`src/stp_pkg.sv`:
```
// constants, register map and state type of the synth tuning and power table block
package stp_pkg;
	// register addresses on the internal register port
	localparam logic [7:0] ADDR_BASE_HIGH = 8'h00;
	localparam logic [7:0] ADDR_BASE_MID = 8'h01;
	localparam logic [7:0] ADDR_BASE_LOW = 8'h02;
	localparam logic [7:0] ADDR_SLOT = 8'h03;
	localparam logic [7:0] ADDR_MODEM_LOW = 8'h04;
	localparam logic [7:0] ADDR_MODEM_HIGH = 8'h05;
	localparam logic [7:0] ADDR_SYNTH_CTRL = 8'h06;
	localparam logic [7:0] ADDR_RADIO_CFG = 8'h07;
	localparam logic [7:0] ADDR_PIN_CFG = 8'h08;
	localparam logic [7:0] ADDR_FRONT_END = 8'h09;
	localparam logic [7:0] ADDR_CAL_RESULT = 8'h0A;
	localparam logic [7:0] ADDR_POWER_TABLE = 8'h0B;
	// reset values
	localparam logic [7:0] RST_BASE_HIGH = 8'h00;
	localparam logic [7:0] RST_BASE_MID = 8'h00;
	localparam logic [7:0] RST_BASE_LOW = 8'h00;
	localparam logic [7:0] RST_ZERO = 8'h00;
	localparam logic [7:0] RST_POWER_ENTRY0 = 8'hC6;
	localparam logic [5:0] RST_CAL_RESULT = 6'h3F;
	// field positions and codes
	localparam int EXP_LSB = 0;
	localparam int AUTOCAL_LSB = 4;
	localparam int PWR_IDX_LSB = 0;
	localparam logic [5:0] SEL_LOCK = 6'h0A;
	localparam logic [5:0] CAL_NO_LOCK = 6'h3F;
	localparam logic [1:0] AUTOCAL_ON_START = 2'h1;
	localparam logic [1:0] AUTOCAL_ON_STOP = 2'h2;
	localparam logic [8:0] SPACING_OFFSET = 9'h100;
	// times
	localparam int CLK_PERIOD_NS = 5;
	localparam int RAMP_STEP_NS = 100;
	localparam int RAMP_STEP_CYCLES = (RAMP_STEP_NS + CLK_PERIOD_NS - 1) / CLK_PERIOD_NS;
	localparam int CAL_TIME_NS = 712000;
	localparam int CAL_CYCLES_DEF = CAL_TIME_NS / CLK_PERIOD_NS;
	typedef enum logic [2:0] {ST_IDLE, ST_CAL, ST_ACTIVE, ST_RAMP_DOWN, ST_SLEEP} stp_state_t;
endpackage : stp_pkg

```
`src/stp_synth_power.sv`:
```
// synthesizer tuning, calibration control and output power table
// What this block does
// - base word is 24 bits over three bytes
// - 8-bit slot number scales spacing onto base
// - word = base + slot*(256+m)*2^(e-2)
// - spacing held as mantissa and exponent fields
// - IF word is crystal/2^10 times offset word
// - auto calibration on start or auto stop
// - calibrate strobe in idle starts calibration
// - calibration result survives sleep
// - selector 0x0A drives lock onto output pin
// - calibration result is vco_cal_code when locked, 0x3F otherwise
// - eight power entries chosen by 3-bit index
// - frequency-shift ramps entries 0..index, zero disables
// - on-off keying sends entry 0 or 1
// - power entry 0 resets to 0xC6
// - entries above 0 written only in burst
// - sleep discards all entries except entry 0
`timescale 1ns/1ps
`default_nettype none
module stp_synth_power
	import stp_pkg::*;
#(
	parameter int CAL_CYCLES = CAL_CYCLES_DEF,
	parameter int TABLE_DEPTH = 8
) (
	input wire logic clk,
	input wire logic arst_n,
	input wire logic [7:0] reg_addr,
	input wire logic [7:0] reg_wdata,
	input wire logic reg_wr,
	input wire logic reg_rd,
	input wire logic reg_burst,
	output logic [7:0] reg_rdata,
	input wire logic cal_strobe,
	input wire logic start_req,
	input wire logic start_tx,
	input wire logic stop_req,
	input wire logic stop_auto,
	input wire logic sleep_req,
	input wire logic wake_req,
	input wire logic ook_mode,
	input wire logic ook_symbol,
	input wire logic pll_lock_in,
	input wire logic [5:0] vco_cal_code,
	output logic [24:0] synth_word,
	output logic [7:0] if_word,
	output logic synth_run,
	output logic cal_busy,
	output logic radio_idle,
	output logic [7:0] pa_level,
	output logic pa_enable,
	output logic general_output_pin
);
	logic [7:0] base_word_high_reg;
	logic [7:0] base_word_mid_reg;
	logic [7:0] base_word_low_reg;
	logic [7:0] slot_number_reg;
	logic [7:0] modem_config_low_reg;
	logic [7:0] modem_config_high_reg;
	logic [7:0] synth_control_one_reg;
	logic [7:0] radio_state_config_reg;
	logic [7:0] output_pin_config_reg;
	logic [7:0] front_end_tx_config_reg;
	logic [5:0] synth_cal_result_reg;
	logic [7:0] power_table_reg [TABLE_DEPTH];
	logic [2:0] table_ptr_reg;
	logic [7:0] rdata_reg;
	stp_state_t state_reg;
	stp_state_t state_next;
	logic [17:0] cal_cnt_reg;
	logic cal_then_run_reg;
	logic tx_reg;
	logic [2:0] ramp_idx_reg;
	logic [7:0] ramp_cnt_reg;
	logic [24:0] synth_word_reg;
	logic [7:0] if_word_reg;
	logic [7:0] pa_level_reg;
	logic pa_enable_reg;
	logic gen_out_reg;
	logic lock_q1_reg;
	logic lock_q2_reg;
	logic lock_q3_reg;
	logic lock_reg;

	// decode
	wire logic wr_base_high = reg_wr && reg_addr == ADDR_BASE_HIGH;
	wire logic wr_base_mid = reg_wr && reg_addr == ADDR_BASE_MID;
	wire logic wr_base_low = reg_wr && reg_addr == ADDR_BASE_LOW;
	wire logic wr_slot = reg_wr && reg_addr == ADDR_SLOT;
	wire logic wr_modem_low = reg_wr && reg_addr == ADDR_MODEM_LOW;
	wire logic wr_modem_high = reg_wr && reg_addr == ADDR_MODEM_HIGH;
	wire logic wr_synth_ctrl = reg_wr && reg_addr == ADDR_SYNTH_CTRL;
	wire logic wr_radio_cfg = reg_wr && reg_addr == ADDR_RADIO_CFG;
	wire logic wr_pin_cfg = reg_wr && reg_addr == ADDR_PIN_CFG;
	wire logic wr_front_end = reg_wr && reg_addr == ADDR_FRONT_END;
	wire logic pt_access = (reg_wr || reg_rd) && reg_addr == ADDR_POWER_TABLE;
	// a single access always lands on entry 0; only a burst walks the pointer
	wire logic [2:0] pt_index = reg_burst ? table_ptr_reg : 3'h0;
	wire logic pt_write = reg_wr && reg_addr == ADDR_POWER_TABLE;

	// tuning arithmetic
	wire logic [23:0] base_word = {base_word_high_reg, base_word_mid_reg, base_word_low_reg};
	wire logic [1:0] spacing_exponent = modem_config_high_reg[EXP_LSB +: 2];
	wire logic [8:0] spacing_full = SPACING_OFFSET + {1'b0, modem_config_low_reg};
	wire logic [16:0] slot_product = 17'(slot_number_reg) * 17'(spacing_full);
	wire logic [19:0] slot_shifted = {3'h0, slot_product} << spacing_exponent;
	// the minus-two exponent bias drops two fraction bits of the offset
	wire logic [24:0] synth_next = {1'b0, base_word} + {7'h00, slot_shifted[19:2]};
	wire logic [1:0] auto_cal_mode = radio_state_config_reg[AUTOCAL_LSB +: 2];
	wire logic [2:0] power_index = front_end_tx_config_reg[PWR_IDX_LSB +: 3];
	wire logic [5:0] pin_selector = output_pin_config_reg[5:0];
	wire logic cal_done = state_reg == ST_CAL && cal_cnt_reg == 18'(CAL_CYCLES - 1);
	wire logic ramp_tick = ramp_cnt_reg == 8'(RAMP_STEP_CYCLES - 1);
	wire logic ramp_top = ramp_idx_reg == power_index;
	wire logic ramp_bottom = ramp_idx_reg == 3'h0;
	wire logic [2:0] ook_index = {2'h0, ook_symbol};
	wire logic [2:0] pa_index = ook_mode ? ook_index : ramp_idx_reg;
	wire logic pa_on_next = tx_reg && (state_reg == ST_ACTIVE || state_reg == ST_RAMP_DOWN);
	wire logic start_from_idle = state_reg == ST_IDLE && start_req;

	logic [7:0] rd_mux;
	always_comb begin
		unique case (reg_addr)
			ADDR_BASE_HIGH: rd_mux = base_word_high_reg;
			ADDR_BASE_MID: rd_mux = base_word_mid_reg;
			ADDR_BASE_LOW: rd_mux = base_word_low_reg;
			ADDR_SLOT: rd_mux = slot_number_reg;
			ADDR_MODEM_LOW: rd_mux = modem_config_low_reg;
			ADDR_MODEM_HIGH: rd_mux = modem_config_high_reg;
			ADDR_SYNTH_CTRL: rd_mux = synth_control_one_reg;
			ADDR_RADIO_CFG: rd_mux = radio_state_config_reg;
			ADDR_PIN_CFG: rd_mux = output_pin_config_reg;
			ADDR_FRONT_END: rd_mux = front_end_tx_config_reg;
			ADDR_CAL_RESULT: rd_mux = {2'h0, synth_cal_result_reg};
			ADDR_POWER_TABLE: rd_mux = power_table_reg[pt_index];
			default: rd_mux = RST_ZERO;
		endcase
	end

	always_comb begin
		state_next = state_reg;
		unique case (state_reg)
			ST_IDLE: begin
				if (sleep_req)
					state_next = ST_SLEEP;
				else if (cal_strobe || (start_req && auto_cal_mode == AUTOCAL_ON_START))
					state_next = ST_CAL;
				else if (start_req)
					state_next = ST_ACTIVE;
			end
			ST_CAL: begin
				if (cal_done)
					state_next = cal_then_run_reg ? ST_ACTIVE : ST_IDLE;
			end
			ST_ACTIVE: begin
				if (stop_req)
					state_next = ST_RAMP_DOWN;
			end
			ST_RAMP_DOWN: begin
				if (ramp_bottom || ook_mode || !tx_reg)
					state_next = cal_then_run_reg ? ST_CAL : ST_IDLE;
			end
			ST_SLEEP: begin
				if (wake_req)
					state_next = ST_IDLE;
			end
		endcase
	end

	// configuration registers
	always_ff @(posedge clk or negedge arst_n) begin
		if (!arst_n) begin
			base_word_high_reg <= RST_BASE_HIGH;
			base_word_mid_reg <= RST_BASE_MID;
			base_word_low_reg <= RST_BASE_LOW;
			slot_number_reg <= RST_ZERO;
			modem_config_low_reg <= RST_ZERO;
			modem_config_high_reg <= RST_ZERO;
			synth_control_one_reg <= RST_ZERO;
			radio_state_config_reg <= RST_ZERO;
			output_pin_config_reg <= RST_ZERO;
			front_end_tx_config_reg <= RST_ZERO;
		end else begin
			if (wr_base_high) base_word_high_reg <= reg_wdata;
			if (wr_base_mid) base_word_mid_reg <= reg_wdata;
			if (wr_base_low) base_word_low_reg <= reg_wdata;
			if (wr_slot) slot_number_reg <= reg_wdata;
			if (wr_modem_low) modem_config_low_reg <= reg_wdata;
			if (wr_modem_high) modem_config_high_reg <= reg_wdata;
			if (wr_synth_ctrl) synth_control_one_reg <= reg_wdata;
			if (wr_radio_cfg) radio_state_config_reg <= reg_wdata;
			if (wr_pin_cfg) output_pin_config_reg <= reg_wdata;
			if (wr_front_end) front_end_tx_config_reg <= reg_wdata;
		end
	end

	// power table: entry 0 keeps its value in sleep, the rest are lost
	always_ff @(posedge clk or negedge arst_n) begin
		if (!arst_n) begin
			for (int i = 0; i < TABLE_DEPTH; i++)
				power_table_reg[i] <= (i == 0) ? RST_POWER_ENTRY0 : RST_ZERO;
		end else begin
			for (int i = 1; i < TABLE_DEPTH; i++)
				if (state_next == ST_SLEEP && state_reg != ST_SLEEP)
					power_table_reg[i] <= RST_ZERO;
			if (pt_write)
				power_table_reg[pt_index] <= reg_wdata;
		end
	end

	always_ff @(posedge clk or negedge arst_n) begin
		if (!arst_n) begin
			table_ptr_reg <= 3'h0;
			rdata_reg <= RST_ZERO;
		end else begin
			if (!reg_burst)
				table_ptr_reg <= 3'h0;
			else if (pt_access)
				table_ptr_reg <= table_ptr_reg + 3'h1;
			if (reg_rd)
				rdata_reg <= rd_mux;
		end
	end

	// lock pin input: three stages, a change counts when stages two and three agree
	always_ff @(posedge clk or negedge arst_n) begin
		if (!arst_n) begin
			lock_q1_reg <= 1'b0;
			lock_q2_reg <= 1'b0;
			lock_q3_reg <= 1'b0;
			lock_reg <= 1'b0;
		end else begin
			lock_q1_reg <= pll_lock_in;
			lock_q2_reg <= lock_q1_reg;
			lock_q3_reg <= lock_q2_reg;
			if (lock_q2_reg == lock_q3_reg)
				lock_reg <= lock_q3_reg;
		end
	end

	// state, calibration and ramp
	always_ff @(posedge clk or negedge arst_n) begin
		if (!arst_n) begin
			state_reg <= ST_IDLE;
			cal_cnt_reg <= 18'h0_0000;
			cal_then_run_reg <= 1'b0;
			tx_reg <= 1'b0;
			ramp_idx_reg <= 3'h0;
			ramp_cnt_reg <= RST_ZERO;
			synth_cal_result_reg <= RST_CAL_RESULT;
		end else begin
			state_reg <= state_next;
			cal_cnt_reg <= (state_reg == ST_CAL && !cal_done) ? cal_cnt_reg + 18'h0_0001 : 18'h0_0000;
			if (start_from_idle) begin
				cal_then_run_reg <= auto_cal_mode == AUTOCAL_ON_START;
				tx_reg <= start_tx;
			end else if (state_reg == ST_IDLE && cal_strobe) begin
				cal_then_run_reg <= 1'b0;
			end else if (state_reg == ST_ACTIVE && stop_req) begin
				cal_then_run_reg <= stop_auto && auto_cal_mode == AUTOCAL_ON_STOP;
			end else if (cal_done || (state_reg == ST_RAMP_DOWN && state_next == ST_CAL)) begin
				cal_then_run_reg <= 1'b0;
			end
			// result held through sleep; only a finished calibration changes it
			if (cal_done)
				synth_cal_result_reg <= lock_reg ? vco_cal_code : CAL_NO_LOCK;
			ramp_cnt_reg <= (ramp_tick || state_reg != state_next) ? RST_ZERO : ramp_cnt_reg + 8'h01;
			if (state_reg == ST_ACTIVE && tx_reg && ramp_tick && !ramp_top)
				ramp_idx_reg <= ramp_idx_reg + 3'h1;
			else if (state_reg == ST_RAMP_DOWN && ramp_tick && !ramp_bottom)
				ramp_idx_reg <= ramp_idx_reg - 3'h1;
			else if (state_reg == ST_IDLE)
				ramp_idx_reg <= 3'h0;
		end
	end

	// outputs
	always_ff @(posedge clk or negedge arst_n) begin
		if (!arst_n) begin
			synth_word_reg <= 25'h000_0000;
			if_word_reg <= RST_ZERO;
			pa_level_reg <= RST_ZERO;
			pa_enable_reg <= 1'b0;
			gen_out_reg <= 1'b0;
			synth_run <= 1'b0;
			cal_busy <= 1'b0;
			radio_idle <= 1'b1;
		end else begin
			// tuning is latched only when leaving idle, so edits never disturb a running synth
			if (start_from_idle || (state_reg == ST_IDLE && cal_strobe)) begin
				synth_word_reg <= synth_next;
				if_word_reg <= synth_control_one_reg;
			end
			pa_level_reg <= pa_on_next ? power_table_reg[pa_index] : RST_ZERO;
			pa_enable_reg <= pa_on_next;
			gen_out_reg <= pin_selector == SEL_LOCK && lock_reg;
			synth_run <= state_next == ST_ACTIVE || state_next == ST_RAMP_DOWN || state_next == ST_CAL;
			cal_busy <= state_next == ST_CAL;
			radio_idle <= state_next == ST_IDLE;
		end
	end
	assign reg_rdata = rdata_reg;
	assign synth_word = synth_word_reg;
	assign if_word = if_word_reg;
	assign pa_level = pa_level_reg;
	assign pa_enable = pa_enable_reg;
	assign general_output_pin = gen_out_reg;
endmodule : stp_synth_power
`default_nettype wire

```
`config.mk`:
```
export PLATFORM = sky130hd
export DESIGN_NAME = stp_synth_power
export DESIGN_NICKNAME = d
export VERILOG_FILES = /design/src/stp_pkg.sv /design/src/stp_synth_power.sv
export SDC_FILE = /design/constraint.sdc
export NUM_CORES = 1
export LEC_CHECK = 0
export ABC_AREA = 1
export BUFFER_PORTS_ARGS = -buffer_cell sky130_fd_sc_hd__buf_2
export CORE_MARGIN = 2
export CORE_UTILIZATION = 65
export DETAILED_ROUTE_END_ITERATION = 10
export PLACE_DENSITY = 0.84
export SLEW_MARGIN = 15
export SYNTH_ARGS = -nofsm -noshare
export SYNTH_HDL_FRONTEND = slang
export SYNTH_SLANG_ARGS = --single-unit
```
`constraint.sdc`:
```
create_clock -name clk -period 15.8 [get_ports clk]
set_input_delay 1.58 -clock clk [delete_from_list [all_inputs] [get_ports clk]]
set_output_delay 1.58 -clock clk [all_outputs]
set_load 0.03 [all_outputs]
```
Yosys cells after proc, flatten, opt, wreduce, memory -nomap -nowiden
Cells that the tools add are included.
{"block": "op_classes", "add_sub_neg": 7, "mul": 1, "magnitude_cmp": 3, "eq_ne": 29, "shifts": 1, "n_mux": 43, "bitwise": 2, "n_reduce_logical": 49}
{"operator": "$mux W8", "n": 14}
{"operator": "$pmux W8 S12", "n": 1}
{"operator": "$bwmux W64", "n": 1}
{"operator": "$mux W56", "n": 1}
{"operator": "$bmux W8 S3", "n": 2}
{"operator": "$mux W3", "n": 14}
{"operator": "$eq A8 B3 Y1 const B", "n": 4}
{"operator": "$eq A8 B4 Y1 const B", "n": 4}
{"operator": "$logic_and A1 B1 Y1", "n": 29}
{"operator": "$add A24 B18 Y25", "n": 1}
{"operator": "$demux W8 S3", "n": 1}
{"operator": "$shl A17 B2 Y20", "n": 1}
{"operator": "$add A18 B1 Y18 const B", "n": 1}
{"operator": "$eq A18 B18 Y1 const B", "n": 1}
{"operator": "$mux W18", "n": 1}
{"operator": "$mul A8 B9 Y17", "n": 1}
{"operator": "$eq A8 B2 Y1 const B", "n": 2}
{"operator": "$pmux W3 S5", "n": 1}
{"operator": "$eq A3 B2 Y1 const B", "n": 4}
{"operator": "$logic_or A1 B1 Y1", "n": 10}
{"operator": "$add A9 B8 Y9 const A", "n": 1}
{"operator": "$logic_not A3 Y1", "n": 3}
{"operator": "$add A8 B1 Y8 const B", "n": 1}
{"operator": "$eq A8 B1 Y1 const B", "n": 1}
{"operator": "other kinds (23)", "n": 35}
{"block": "totals", "regBits": 245, "input_bits": 37, "output_inout_bits": 54, "elab_cells": 174}

Logic depth before layout (Yosys ltp)
{"block": "depth", "ltp_word": 13, "mapped_depth": 35, "depth_no_buf": 34}

Worst setup path before layout
Ideal clock, no wire load.
{"block": "synth_path", "path_type": "reg-to-reg", "from": "register slot_number_reg[4]", "to": "register synth_word_reg[10] (netlist: synth_word[10])", "setup_time_ns": 0.117, "arrival_ns": 5.387, "t_required_ns": 15.683, "slack_ns": 10.296, "stages_incl_launch_ff": 26, "n_path_buf": 1, "period_less_slack_ns": 5.504, "path_cell_list": "dfrtp_1 -> clkbuf_1 -> nand2_1 -> fa_1 -> inv_1 -> fa_1 -> fa_1 -> inv_1 -> fa_1 -> inv_1 -> ha_1 -> a21oi_1 -> o21ai_0 -> a21oi_1 -> xor2_1 -> nand2_1 -> nand3_1 -> nand2_1 -> ha_1 -> a21oi_1 -> o21ai_0 -> a21oi_1 -> o21ai_0 -> or2_2 -> nand3_1 -> nand2_1"}
{"block": "synth_between", "elab_chain_len": 3}
{"item": "start: declaration", "line_no": "stp_synth_power.sv:58", "rtl": "logic [7:0] slot_number_reg;"}
{"item": "start signal: assignment", "line_no": "stp_synth_power.sv:188", "rtl": "if (wr_slot) slot_number_reg <= reg_wdata;"}
{"item": "$mul A8 B9 Y17", "line_no": "stp_synth_power.sv:106", "rtl": "wire logic [16:0] slot_product = 17'(slot_number_reg) * 17'(spacing_full);"}
{"item": "$shl A17 B2 Y20", "line_no": "stp_synth_power.sv:107", "rtl": "wire logic [19:0] slot_shifted = {3'h0, slot_product} << spacing_exponent;"}
{"item": "$add A24 B18 Y25", "line_no": "stp_synth_power.sv:109", "rtl": "wire logic [24:0] synth_next = {1'b0, base_word} + {7'h00, slot_shifted[19:2]};"}
{"item": "end signal: assignment", "line_no": "stp_synth_power.sv:292", "rtl": "synth_word_reg <= synth_next;"}
{"item": "end: declaration", "line_no": "stp_synth_power.sv:76", "rtl": "logic [24:0] synth_word_reg;"}
Every way passes these cells.
A chain may end at the register's enable or synchronous reset.

Worst setup path in the final report
Same ends and word-level chain as after synthesis.

==> reports/metrics.yaml <==
worst_setup_path:
  ff2ff_setup_slack_ns: 9.46
  reg2reg_to: "synth_word[10]$_DFFE_PN0P_"
  critPathLaunchType: "register"
  critPathKind: "reg2reg"
  reg2reg_depth: 24
  crit_slowest_cell: "dfrtp_1"
  crit_family: "adder cells"
  r2r_start: "slot_number_reg[4]$_DFFE_PN0P_"
  cp_slowest_stage_delay_ns: 0.62
  arrival_ns: 6.76
  path_cells: "nand2_1 > fa_1 > inv_1 > fa_1 > fa_1 > inv_1 > fa_1 > inv_1 > ha_1 > a21oi_1 > o21ai_0 > a21oi_1 > xor2_1 > nand2_1 > nand3_1 > nand2_1 > ha_1 > a21oi_1 > o21ai_0 > a21oi_1 > o21ai_0 > or2_2 > nand3_1 > nand2_1"
  crit_path_max_fanout: 11
  worstPathRequired_ns: 16.22
  critPathCaptureType: "register"
  cp_num_buf_inv: 3
cells_and_area:
  largest_reg_flops: 64
  areaGrowthSynthToFinish_pct: 8.45
  finalInstanceArea_um2: 17700
  utilization: 0.722
  layout-drive-gt1-share: 0.110
  n_fill_cell: 2019
  diodes: 0
  nets: 2329
synth:
  synth_top_area_share: 0.360
  seq_area_frac_synth: 0.377
  synth_cell_type_count: 57
  syn_avg_cell_area_um2: 7.59
  synthCells: 2145
  ys_ff_latch: 245
  syn_area_um2: 16300
  synth-edff-count: 0
  async_reset_ff_frac: 1.00
  yosysTopAreaCell: "dfrtp_1"
  synth.net_count: 2287
  synth_area_leaders: "dfrtp_1 (36%), nand2_1 (13%), inv_1 (5.9%)"
  synthFlopType: "dfrtp_1"
  ys_warn_count: 0
pwr:
  p_leak_nw: 9.05
  power_density_nw_per_um2: 98.7
  vdd_ir_drop_max_mv: 0.125
clocking:
  numCtsBuffers: 27
  insertion_delay_ns: 0.54
  cts_resized: 0
  postCtsHoldBufs: 0
  cts_max_level: 1
  cts_tree: "done"
  clock_path_buffers: 3
  cts.sinks: 245
  clk_pin_slew_ns: 0.06
  cts_setup_buffers: 0
  clock-root-buffer: "clkbuf_16"
placed_design:
  routabilityCongestion: 0.957
  dp_hpwl_um: 34100
  dpl_cell_area_um2: 16800
  portBuffers: 90
timing:
  fmax_ghz: 0.158
  rsz0062_at_grt: "false"
  finClkSkew_ns: 0.0137
  period_minus_slack_ns: 6.34
  tightest_slew_ns: 0.974
  min_period_over_period: 0.401
  drv_slew: 0
  max_slew_margin: 0.350
  fin_tns_setup_ns: 0
  setup_violations: 0
  hold_viol: 0
worst_hold_path:
  min_to: "lock_q3_reg$_DFF_PN0_"
  hold_path.class: "reg2reg"
  hold_start: "lock_q2_reg$_DFF_PN0_"
  whs_path_depth: 0
global_route:
  grt_pass1_wl_um: 75700
  grt_max_degree: 119
  top_usage_layer: "met2"
  grt_util_met2: 0.565
  use_met1: 0.521
  grtUsageMet3: 0.0564
  grt_overflow: 0
  antenna_found_initial: 1
  grt_pass1_vias: 14400
  grtUsageTotal: 0.363
floorplanning:
  dieWidth_um: 162
  dieHeight_um: 162
  boundaryPins: 91
  design.die.area_um2: 26300
  core_um2: 24500
  start_util: 0.666
  row_count: 57
route:
  wl_per_cell_um: 18.5
  drtAntennaViolNets: 0
  vias: 14900
  drc: 0
  drt_wl_total_um: 46800
  drtPass1Iterations: 6
  initialDrtViolationCount: 1784
  viasPerCell: 5.88
outcome:
  status: "completed"
job:
  cap_violations: 0
## report_power, final
| group | switching [W] | internal, W | total, W |
|---|---|---|---|
| combinational | 0.000302 | 0.0000993 | 0.000401 |
| sequential | 0.0000444 | 0.000677 | 0.000722 |
| clock | 0.000255 | 0.000365 | 0.000620 |
## kinds of logic after synthesis
logic type,synth area share
buf+inv,0.0871
compound gates,0.111
xor+xnor,0.0167
mux,0.00254
fa+ha+maj,0.101
flops,0.377
simple gates,0.304
## layout make-up
class                      instances  area (µm²)  area share
tap                              324         405      0.0230
clock inverter                     7        60.1     0.00340
sequential                       245        6140       0.348
inverter                         267        1000      0.0569
clock buffer                      40         805      0.0456
timing repair buffer              98         520      0.0295
multi-input combinational       1548        8720       0.494
## through the flow
stage | cells | hold slack (ns) | setup WS [ns] | power [W]
6_report | 2529 | 0.387 | 9.46 | 0.00174
3_5_place_dp | 2482 | 0.375 | 9.57 | 0.00113
2_1_floorplan | 2145 | 0.331 | 10.30 | 0.00102
3_3_place_gp | 2482 | 0.340 | 9.70 | 0.00112
4_1_cts | 2529 | 0.390 | 9.55 | 0.00174
5_1_grt | 2529 | 0.400 | 9.21 | 0.00181
## placed cells by master (no fill, tap or decap), types with 15 or more instances in the layout
| master | n |
|---|---|
| a21oi_1 | 58 |
| buf_2 | 89 |
| clkbuf_16 | 27 |
| dfrtp_1 | 234 |
| fa_1 | 43 |
| ha_1 | 62 |
| inv_1 | 254 |
| nand2_1 | 580 |
| nand3_1 | 164 |
| nand3_2 | 43 |
| nand4_1 | 30 |
| nor2_1 | 166 |
| nor3_1 | 30 |
| o21ai_0 | 163 |
| o21ai_1 | 57 |
| xnor2_1 | 16 |
| xor2_1 | 15 |
## cell usage after synthesis (12+ instances only)
master,n
a21oi_1,58
buf_2,12
clkbuf_1,58
dfrtp_1,234
fa_1,43
ha_1,62
inv_1,254
nand2_1,580
nand3_1,164
nand3_2,43
nand4_1,30
nor2_1,166
nor3_1,30
o211ai_1,13
o21ai_0,163
o21ai_1,57
xnor2_1,16
xor2_1,15
## layer usage
metal / share of wire / vias to the layer above / routed length (µm)
met4: 0.037 / 2 / 1720
li1: - / 7031 / -
met2: 0.45 / 710 / 20900
met1: 0.43 / 6992 / 20000
met3: 0.088 / 128 / 4140
met5: 0.00028 / - / 13
## how the worst max path moves through the flow
stage | cells past startpoint | slack [ns] | start | endpoint
2_1_floorplan | 25 | 10.30 | slot_number_reg[4]$_DFFE_PN0P_ | synth_word[10]$_DFFE_PN0P_
5_1_grt | 24 | 9.21 | slot_number_reg[4]$_DFFE_PN0P_ | synth_word[10]$_DFFE_PN0P_
3_5_place_dp | 24 | 9.57 | slot_number_reg[4]$_DFFE_PN0P_ | synth_word[10]$_DFFE_PN0P_
3_3_place_gp | 26 | 9.70 | slot_number_reg[4]$_DFFE_PN0P_ | synth_word[14]$_DFFE_PN0P_
6_report | 24 | 9.46 | slot_number_reg[4]$_DFFE_PN0P_ | synth_word[10]$_DFFE_PN0P_
4_1_cts | 24 | 9.55 | slot_number_reg[4]$_DFFE_PN0P_ | synth_word[10]$_DFFE_PN0P_
No activity file was read; power rests on OpenSTA's default activity.
